**src/rtl/switch_latch_pkg.sv**
```systemverilog
package switch_latch_pkg;

  // ==========================================================
  // array shape
  localparam int unsigned CHANNELS    = 32;
  localparam int unsigned FIRST_STAGE = 0;
  localparam int unsigned LAST_STAGE  = 31;

  // ==========================================================
  // buffering
  localparam int unsigned FIFO_WIDTH  = 1;
  localparam int unsigned FIFO_DEPTH  = 4;

  // ==========================================================
  // reset values
  localparam logic [31:0] SHIFT_RESET  = 32'h0000_0000;
  localparam logic [31:0] LATCH_RESET  = 32'h0000_0000;
  localparam logic [31:0] SWITCH_RESET = 32'h0000_0000;
  localparam logic [4:0]  COUNT_RESET  = 5'h00;

endpackage

```
**src/rtl/bit_fifo.sv**
```systemverilog
`timescale 1ns/100ps
module bit_fifo #(
  parameter int unsigned WIDTH = 1,
  parameter int unsigned DEPTH = 4
) (
  input  wire logic             clk,
  input  wire logic             rst_n,
  input  wire logic             clk_en,
  input  wire logic             in_valid,
  output logic                  in_ready,
  input  wire logic [WIDTH-1:0] in_data,
  output logic                  out_valid,
  input  wire logic             out_ready,
  output logic      [WIDTH-1:0] out_data
);

  localparam int unsigned AW = (DEPTH > 1) ? $clog2(DEPTH) : 1;

  // ==========================================================
  // storage and pointers
  logic [WIDTH-1:0] mem_ff [DEPTH];
  logic [AW:0]      wr_ptr_ff;
  logic [AW:0]      rd_ptr_ff;
  logic [AW:0]      nxt_wr_ptr;
  logic [AW:0]      nxt_rd_ptr;
  logic [AW:0]      fill;
  logic             push;
  logic             pop;

  always_comb
  begin
    fill       = wr_ptr_ff - rd_ptr_ff;
    in_ready   = (fill != (AW+1)'(DEPTH));
    out_valid  = (fill != '0);
    push       = in_valid && in_ready;
    pop        = out_valid && out_ready;
    nxt_wr_ptr = push ? wr_ptr_ff + 1'b1 : wr_ptr_ff;
    nxt_rd_ptr = pop ? rd_ptr_ff + 1'b1 : rd_ptr_ff;
    out_data   = mem_ff[rd_ptr_ff[AW-1:0]];
  end

  always_ff @(posedge clk or negedge rst_n)
  begin
    if (!rst_n)
    begin
      wr_ptr_ff <= '0;
      rd_ptr_ff <= '0;
    end
    else if (clk_en)
    begin
      wr_ptr_ff <= nxt_wr_ptr;
      rd_ptr_ff <= nxt_rd_ptr;
    end
  end

  always_ff @(posedge clk)
  begin
    if (clk_en && push)
    begin
      mem_ff[wr_ptr_ff[AW-1:0]] <= in_data;
    end
  end

endmodule

```
**src/rtl/serial_switch_latch_control.sv**
```systemverilog
// Operation
// - mode low: switches come from 32-bit shift register then 32-bit latch
// - latched one turns its channel on, latched zero turns it off
// - mode high: serial input high turns all on, low turns all off
// - shift only on serial clock rising edge, never on falling edge
// - new bits enter stage 0 and move toward stage 31
// - first bit in stage 0 after one edge, stage 31 after 31 more
// - latch load low: latch transparent, copies shift register
// - latch load high: latch holds, shifting leaves switches alone
// - last stage drives serial output for daisy chaining
`timescale 1ns/100ps
module serial_switch_latch_control (
  input  wire logic        clk,
  input  wire logic        rst_n,
  input  wire logic        clk_en,
  input  wire logic        serial_clk,
  input  wire logic        serial_in,
  input  wire logic        latch_load_n,
  input  wire logic        mode,
  output logic      [31:0] channel_switch,
  output logic             serial_out,
  output logic             push_ready,
  output logic             shift_overrun,
  output logic             bits_aligned
);

  // ==========================================================
  // serial clock edge detect
  logic sclk_prev_ff;
  logic nxt_sclk_prev;
  logic sclk_rise;

  always_comb
  begin
    nxt_sclk_prev = serial_clk;
    sclk_rise     = serial_clk && !sclk_prev_ff;
  end

  always_ff @(posedge clk or negedge rst_n)
  begin
    if (!rst_n)
    begin
      sclk_prev_ff <= 1'b0;
    end
    else if (clk_en)
    begin
      sclk_prev_ff <= nxt_sclk_prev;
    end
  end

  // ==========================================================
  // sampled bit buffer
  logic fifo_in_valid;
  logic fifo_out_valid;
  logic fifo_out_ready;
  logic fifo_out_data;

  always_comb
  begin
    fifo_in_valid  = sclk_rise && !mode;
    // shift path is frozen while in global mode
    fifo_out_ready = !mode;
  end

  bit_fifo #(
    .WIDTH (switch_latch_pkg::FIFO_WIDTH),
    .DEPTH (switch_latch_pkg::FIFO_DEPTH)
  ) u_bit_fifo (
    .clk       (clk),
    .rst_n     (rst_n),
    .clk_en    (clk_en),
    .in_valid  (fifo_in_valid),
    .in_ready  (push_ready),
    .in_data   (serial_in),
    .out_valid (fifo_out_valid),
    .out_ready (fifo_out_ready),
    .out_data  (fifo_out_data)
  );

  // ==========================================================
  // shift register
  logic [31:0] shift_ff;
  logic [31:0] nxt_shift;
  logic        shift_step;

  always_comb
  begin
    shift_step = fifo_out_valid && fifo_out_ready;
    nxt_shift  = shift_ff;
    if (shift_step)
    begin
      nxt_shift = {shift_ff[switch_latch_pkg::LAST_STAGE-1:0], fifo_out_data};
    end
  end

  always_ff @(posedge clk or negedge rst_n)
  begin
    if (!rst_n)
    begin
      shift_ff <= switch_latch_pkg::SHIFT_RESET;
    end
    else if (clk_en)
    begin
      shift_ff <= nxt_shift;
    end
  end

  // last stage out to the next device
  assign serial_out = shift_ff[switch_latch_pkg::LAST_STAGE];

  // ==========================================================
  // holding latch
  logic [31:0] latch_ff;
  logic [31:0] nxt_latch;

  always_comb
  begin
    nxt_latch = latch_ff;
    if (!latch_load_n)
    begin
      nxt_latch = shift_ff;
    end
  end

  always_ff @(posedge clk or negedge rst_n)
  begin
    if (!rst_n)
    begin
      latch_ff <= switch_latch_pkg::LATCH_RESET;
    end
    else if (clk_en)
    begin
      latch_ff <= nxt_latch;
    end
  end

  // ==========================================================
  // switch drive
  logic [31:0] switch_ff;
  logic [31:0] nxt_switch;

  genvar ch;
  generate
    for (ch = 0; ch < switch_latch_pkg::CHANNELS; ch++)
    begin : g_chan
      always_comb
      begin
        if (mode)
        begin
          nxt_switch[ch] = serial_in;
        end
        else
        begin
          nxt_switch[ch] = latch_ff[ch];
        end
      end
    end
  endgenerate

  always_ff @(posedge clk or negedge rst_n)
  begin
    if (!rst_n)
    begin
      switch_ff <= switch_latch_pkg::SWITCH_RESET;
    end
    else if (clk_en)
    begin
      switch_ff <= nxt_switch;
    end
  end

  assign channel_switch = switch_ff;

  // ==========================================================
  // overrun flag and frame count
  logic       overrun_ff;
  logic       nxt_overrun;
  logic [4:0] count_ff;
  logic [4:0] nxt_count;
  logic       aligned_ff;
  logic       nxt_aligned;

  always_comb
  begin
    // a rising edge that finds the buffer full loses its bit
    nxt_overrun = overrun_ff;
    if (!latch_load_n)
    begin
      nxt_overrun = 1'b0;
    end
    if (fifo_in_valid && !push_ready)
    begin
      nxt_overrun = 1'b1;
    end
    nxt_count = count_ff;
    if (shift_step)
    begin
      nxt_count = count_ff + 5'h01;
    end
    nxt_aligned = (nxt_count == switch_latch_pkg::COUNT_RESET);
  end

  always_ff @(posedge clk or negedge rst_n)
  begin
    if (!rst_n)
    begin
      overrun_ff <= 1'b0;
      count_ff   <= switch_latch_pkg::COUNT_RESET;
      aligned_ff <= 1'b1;
    end
    else if (clk_en)
    begin
      overrun_ff <= nxt_overrun;
      count_ff   <= nxt_count;
      aligned_ff <= nxt_aligned;
    end
  end

  assign shift_overrun = overrun_ff;
  assign bits_aligned  = aligned_ff;

endmodule

```
**config.mk**
```make
export PLATFORM = sky130hd
export DESIGN_NAME = serial_switch_latch_control
export DESIGN_NICKNAME = d
export VERILOG_FILES = /design/src/rtl/switch_latch_pkg.sv /design/src/rtl/bit_fifo.sv /design/src/rtl/serial_switch_latch_control.sv
export SDC_FILE = /design/constraint.sdc
export NUM_CORES = 1
export LEC_CHECK = 0
export BUFFER_PORTS_ARGS = -buffer_cell sky130_fd_sc_hd__buf_2
export CORE_AREA = 2 2 111 113
export CTS_CLUSTER_SIZE = 10
export DETAILED_ROUTE_END_ITERATION = 12
export DIE_AREA = 0 0 113 115
export PLACE_DENSITY = 0.58
export SYNTH_ARGS = -nofsm -noshare
export SYNTH_HDL_FRONTEND = slang
export SYNTH_SLANG_ARGS = --single-unit
```
**constraint.sdc**
```tcl
create_clock -name clk -period 1.7 [get_ports clk]
set_input_delay 0.085 -clock clk [delete_from_list [all_inputs] [get_ports clk]]
set_output_delay 0.085 -clock clk [all_outputs]
set_load 0.05 [all_outputs]
```
==> flow_summary.toml, run 1 <==
[clock_network]
clock_sinks = 114
clockRootBuffer = "clkbuf_16"
numCtsBuffers = 17
cts_tree = "done"
htree_levels = 4
cts.clk_slew.worst_paths_ns = 0.06
cts_buffer_depth = 2
insertion_delay_ns = 0.40

[yosys]
yosys_warnings = 0
synth_nets = 376
yosysSeqAreaShare = 0.623
netlist_area_sq_um = 4610
syn_area_per_cell_sq_um = 12.8
synth_seq_cells = 114
ys_types = 30
synth_cells = 361

[routing]
wl_met2_microns = 4240
wl_per_cell_microns = 14.9
vias = 2918
wl_microns = 8890
drt_iter0_markers = 151
ant_nets = 0
drcViolationCount = 2
firstDrtPassIters = 8
wl_met3_microns = 241
top_layer = "met4"
m1WireLength_microns = 4290
via_per_inst = 4.90

[placement]
gp_congestion = 0.759
hpwl_microns = 5290
io_buffers = 42
place_ws_ns = -0.166
place_area_sq_um = 5200

[final_layout]
syn2layout_area_growth_pct = 34.1
design_area_sq_um = 6180
antenna_cells = 0
utilization = 0.523
drive_gt1_frac = 0.439
final_nets = 451

[power_and_ir_drop]
swShare = 0.326
power_frac_seq = 0.362
ir_drop_mv = 0.669
power_density_nw_per_um2 = 1710
p_comb_frac = 0.325
total_power_uw = 10600
p_int_uw = 7110
p_sw_uw = 3440
clockPowerShare = 0.313
p_leak_uw = 0.00296

[critical_path]
cp.required_ns = 1.99
critPathLaunchType = "flip-flop"
arrival_ns = 2.12
end_kind = "flip-flop"
criticalPathCategory = "reg -> reg"
path_max_fanout = 6

[global_routing]
globalRouteTotalUtil = 0.149
gr-total-overflow = 0
antenna_found_initial = 0
grt_pass1_wl_microns = 15300
grt_pass1_vias = 3049
grt_max_degree = 46

[sta]
min_period_ns = 1.83
setup_slack_ns = -0.131
relSlewSlack = 0.688
slew_violations = 0
hold_viol_final = 0
setup_viol = 39
timing.hold.ws_ns = 0.115
post-route-period-util = 1.08
finalClockSkew_ns = 0.00808
grt_setup_unrepaired = "true"
tightestPinTransition_ns = 0.468
fmax_ghz = 0.546

[floorplanning]
start_util = 0.390
fp.coreArea_sq_um = 11800
fp.dieArea_sq_um = 13000
ios = 43
die_h_microns = 115
die_x_microns = 113
rows = 40

[worst_hold_path]
hp-class = "in -> reg"

[outcome]
violations = "design-rule violations, negative setup slack"
status = "finished, violations left"

[job]
drv_cap = 0
logic make-up (layout without fill, tap and decap cells):
| family | count (synthesis) | after routing | share of synthesized area |
|---|---|---|---|
| adders and majority gates | 8 | 8 | 0.0217 |
| AOI/OAI and AO/OA | 72 | 72 | 0.0817 |
| and+or+nand+nor | 59 | 59 | 0.0570 |
| muxes | 67 | 67 | 0.166 |
| buffers and inverters | 31 | 119 | 0.0296 |
| DFF | 114 | 114 | 0.623 |
| xor gates and xnor gates | 10 | 10 | 0.0206 |
through the flow:
step	std cells	TNS (ns)
after floorplan	361	-2.81
after global placement	550	-3.30
after detailed placement	550	-4.93
after CTS	594	-4.49
after global routing	596	-7.27
final	596	-4.47
layout make-up:
class                           instances  area [sq um]
Sequential cell                       114          2870
Inverter                                8          30.0
Clock inverter                         15           136
Fill cell                             964          5630
Tap cell                              147           184
Timing Repair Buffer                   79           666
Clock buffer                           17           425
Multi-Input combinational cell        216          1870
state kept, by name, indices dropped and copies added, names as in the netlist:
signal                cells
latch_ff                 32
shift_ff                 32
u_bit_fifo.wr_ptr_ff      3
u_bit_fifo.mem_ff         4
channel_switch           32
shift_overrun             1
u_bit_fifo.rd_ptr_ff      3
count_ff                  5
bits_aligned              1
sclk_prev_ff              1
repair_timing:
action	4_1_cts	5_1_grt
endpoints found under the setup margin	46	49
gates resized for setup	43	13
pin swaps	7	3
setup buffers	6	1
hold buffers	4	0
gates cloned	2	1
hold endpoints to repair	36	0
power by group through the flow:
stage               Combinational, uW  Clock (uW)  Sequential (uW)
floorplan                        1490           0             4180
global placement                 2690           0             3800
detailed placement               2730           0             3810
CTS                              3210        3370             3800
global route                     3670        3510             3920
finish                           3430        3310             3820
Yosys cell counts, drive strengths merged:
master | instances | area (sq um)
a21oi | 66 | 330
a31oi | 1 | 12.5
and2 | 5 | 31.3
buf | 11 | 61.3
clkbuf | 12 | 45.0
clkinv | 1 | 3.75
dfrtp | 109 | 2730
dfstp | 1 | 26.3
edfxtp | 4 | 120
ha | 8 | 100
inv | 7 | 26.3
mux2 | 66 | 743
mux4 | 1 | 22.5
nand2 | 4 | 15.0
nand2b | 1 | 6.26
nand3 | 5 | 25.0
nand4 | 1 | 6.26
nor2 | 37 | 139
nor2b | 2 | 12.5
nor3 | 1 | 5.00
o211ai | 1 | 12.5
o21ai | 3 | 15.0
o22ai | 1 | 6.26
or3 | 2 | 12.5
or4b | 1 | 10.0
xnor2 | 5 | 51.3
xor2 | 5 | 43.8
metal layers:
layer  vias up  track usage
li1       1410            -
met1      1462        0.194
met2        40        0.238
met3         6       0.0416
met4         0       0.0593
met5         -            0
layout by cell type (no fill, tap or decap), types with 3 or more instances in the layout:
master / n
o21ai_0: 3
buf_2: 40
buf_4: 19
xnor2_2: 3
xor2_1: 4
clkinv_4: 4
nand2_1: 3
nor2_4: 3
mux2_4: 34
edfxtp_1: 4
inv_1: 6
nand3_1: 3
clkinv_2: 3
dfrtp_1: 109
clkbuf_16: 18
mux2_2: 32
inv_6: 3
nor2_1: 33
and2_1: 3
buf_12: 6
clkinvlp_4: 4
dlygate4sd3_1: 4
buf_6: 6
a21oi_1: 66
ha_1: 6
path summary, 6_finish.rpt:
check / start / to / depth (start not counted) / slack [ns]
max reg2reg: u_bit_fifo.wr_ptr_ff[0]$_DFFE_PN0P_ / shift_ff[9]$_DFFE_PN0P_ / 8 / -0.13
max: u_bit_fifo.wr_ptr_ff[0]$_DFFE_PN0P_ / shift_ff[9]$_DFFE_PN0P_ / 8 / -0.13
max in group asynchronous: rst_n / shift_ff[0]$_DFFE_PN0P_ / 3 / 0.91
min reg2reg: latch_ff[0]$_DFFE_PN0P_ / latch_ff[0]$_DFFE_PN0P_ / 1 / 0.50
min in group asynchronous: rst_n / channel_switch[27]$_DFFE_PN0P_ / 2 / 0.18
min: mode / shift_overrun$_DFFE_PN0P_ / 3 / 0.12
worst max-delay path: stages (launching register included):
cell and delay (ns):
dfrtp_1 0.38, inv_2 0.08, ha_4 0.12, nor2b_4 0.18
xnor2_4 0.09, o211ai_4 0.25, buf_6 0.18, buf_12 0.13
mux2_4 0.30
(Power assumes the default switching activity.)
==> run 2: changes to the inputs <==
Settings changed: PLACE_DENSITY 0.58 to not set.
Clock period 1.7 ns to 2.05 ns, I/O delays scaled along.
==> run 2 against run 1 <==
  * The flow finishes with violations (design-rule violations)
  * Non-clock buffer count down 18
  * Register-to-register slack better by 0.25 ns
  * Clock skew about the same
  * Clock-buffer cell count up 6
  * Hold slack about the same
  * Clock power down 4%
  * Sequential share of layout area up 3.4 points
  * Cell area down 6.9%
  * Final cell count down 3.0%
  * Critical path depth down 1
  * Via count down 2.8%
  * Largest power group is now the clock network
==> flow_summary.toml, run 2 (synthesized netlist as in run 1, its figures left out) <==
[outcome]
status = "finished, violations left"
violations = "design-rule violations"

[final_layout]
final_common_cell = "dfrtp_1"
final_cell_mix = "dfrtp_1 (109), mux2_2 (66), a21oi_1 (66)"
utilization = 0.487
antenna_cells = 0
drive_gt1_frac = 0.376
final_nets = 433
layout.cells.non_filler = 578
syn2layout_area_growth_pct = 24.8

[job]
drv_cap = 0

[clock_network]
clock_sinks = 114
numCtsBuffers = 17
insertion_delay_ns = 0.41
cts.clk_slew.worst_paths_ns = 0.05
cts_buffer_depth = 2
htree_levels = 4
clockRootBuffer = "clkbuf_16"
cts_tree = "done"

[routing]
drt_iter0_markers = 104
wl_microns = 8400
wl_per_cell_microns = 14.5
ant_nets = 0
drcViolationCount = 5
via_per_inst = 4.91
firstDrtPassIters = 8
vias = 2836

[placement]
hpwl_microns = 5320
io_buffers = 42
dpl.cell_count = 541
gp_congestion = 0.742

[sta]
timing.hold.ws_ns = 0.116
hold_viol_final = 0
post-route-period-util = 0.943
fmax_ghz = 0.517
slew_violations = 0
finalClockSkew_ns = 0.00830
grt_setup_unrepaired = "true"
min_period_ns = 1.93
setup_viol = 0
relSlewSlack = 0.643
tightestPinTransition_ns = 0.536

[floorplanning]
fp.dieArea_sq_um = 13000
die_x_microns = 113
start_util = 0.390
rows = 40
die_h_microns = 115
ios = 43
fp.coreArea_sq_um = 11800

[power_and_ir_drop]
p_comb_frac = 0.238
clockPowerShare = 0.381
power_frac_seq = 0.380
power_density_nw_per_um2 = 1440
p_int_uw = 5830
p_sw_uw = 2480
ir_drop_mv = 0.671
p_leak_uw = 0.00272
swShare = 0.299

[global_routing]
grt_max_degree = 44
grt_pass1_wl_microns = 14000
antenna_found_initial = 0
grt_pass1_vias = 2846
gr-total-overflow = 0
globalRouteTotalUtil = 0.139

[critical_path]
critPathLaunchType = "flip-flop"
r2r-start = "u_bit_fifo.rd_ptr_ff[1]$_DFFE_PN0P_"
end_kind = "flip-flop"
cp_num_buf_inv = 2
crit_family = "flip-flops"
criticalPathCategory = "reg -> reg"
critPathMaxStageDelay_ns = 0.39
arrival_ns = 2.22
worstPathCellList = "inv_1, ha_1, nor2b_1, xnor2_2, o211ai_4, buf_6, mux2_2"
path_max_fanout = 17
reg2reg_slack_ns = 0.12
crit_slowest_cell = "dfrtp_1"
cp.required_ns = 2.34
worstRegToRegCells = 7
r2r_end = "shift_ff[17]$_DFFE_PN0P_"

[worst_hold_path]
hp-class = "in -> reg"
min_path_cells = 3
hold_path_startpoint = "mode"
hold_path_end = "shift_overrun$_DFFE_PN0P_"
-- run 2: layer usage --
metal	up-vias	track usage	wire length, microns
met5	-	0	0
met2	44	0.230	4190
li1	1379	-	-
met1	1397	0.168	3820
met3	16	0.0343	211
met4	0	0.0756	180
-- run 2: layout make-up --
class,instances,area (sq um)
Multi-Input combinational cell,216,1620
Fill cell,1051,6060
Timing Repair Buffer,61,400
Tap cell,147,184
Inverter,8,30.0
Clock buffer,23,498
Clock inverter,9,149
Sequential cell,114,2870
-- run 2: power groups by stage --
stage / combinational, uW / clock [uW] / sequential (uW)
after CTS: 1920 / 3230 / 3160
after detailed placement: 1890 / 0 / 3200
after floorplan: 1110 / 0 / 3460
after global placement: 1860 / 0 / 3180
after global routing: 2170 / 3320 / 3240
final: 1980 / 3170 / 3160
-- run 2: how the worst max path moves through the flow --
stage / slack (ns) / from / cells after the start / endpoint
floorplan: 0.22 / u_bit_fifo.wr_ptr_ff[0]$_DFFE_PN0P_ / 6 / shift_overrun$_DFFE_PN0P_
global placement: 0.15 / u_bit_fifo.rd_ptr_ff[1]$_DFFE_PN0P_ / 7 / shift_ff[10]$_DFFE_PN0P_
detailed placement: 0.11 / u_bit_fifo.wr_ptr_ff[0]$_DFFE_PN0P_ / 7 / shift_ff[17]$_DFFE_PN0P_
CTS: 0.04 / u_bit_fifo.wr_ptr_ff[0]$_DFFE_PN0P_ / 6 / push_ready
global route: -0.01 / u_bit_fifo.rd_ptr_ff[1]$_DFFE_PN0P_ / 7 / shift_ff[1]$_DFFE_PN0P_
finish: 0.12 / u_bit_fifo.rd_ptr_ff[1]$_DFFE_PN0P_ / 7 / shift_ff[17]$_DFFE_PN0P_
-- run 2: stage by stage --
step	total power, uW	setup slack, ns	instance area (sq um)	setup TNS, ns
global placement	5040	0.151	5040	0
finish	8310	0.117	5750	0
global route	8730	-0.00990	5750	-0.0282
detailed placement	5080	0.109	5040	0
floorplan	4570	0.216	4610	0
CTS	8320	0.0368	5730	0
-- run 2: worst min-delay path, stage by stage --
cell and delay (ns):
buf_2 0.11, or3_1 0.17, o22ai_1 0.09
-- run 2: what timing repair did --
item,4_1_cts,5_1_grt
endpoints found under the hold margin,42,0
buffers inserted,0,1
hold buffers,4,0
resized for setup,0,6
setup endpoints to repair,0,19
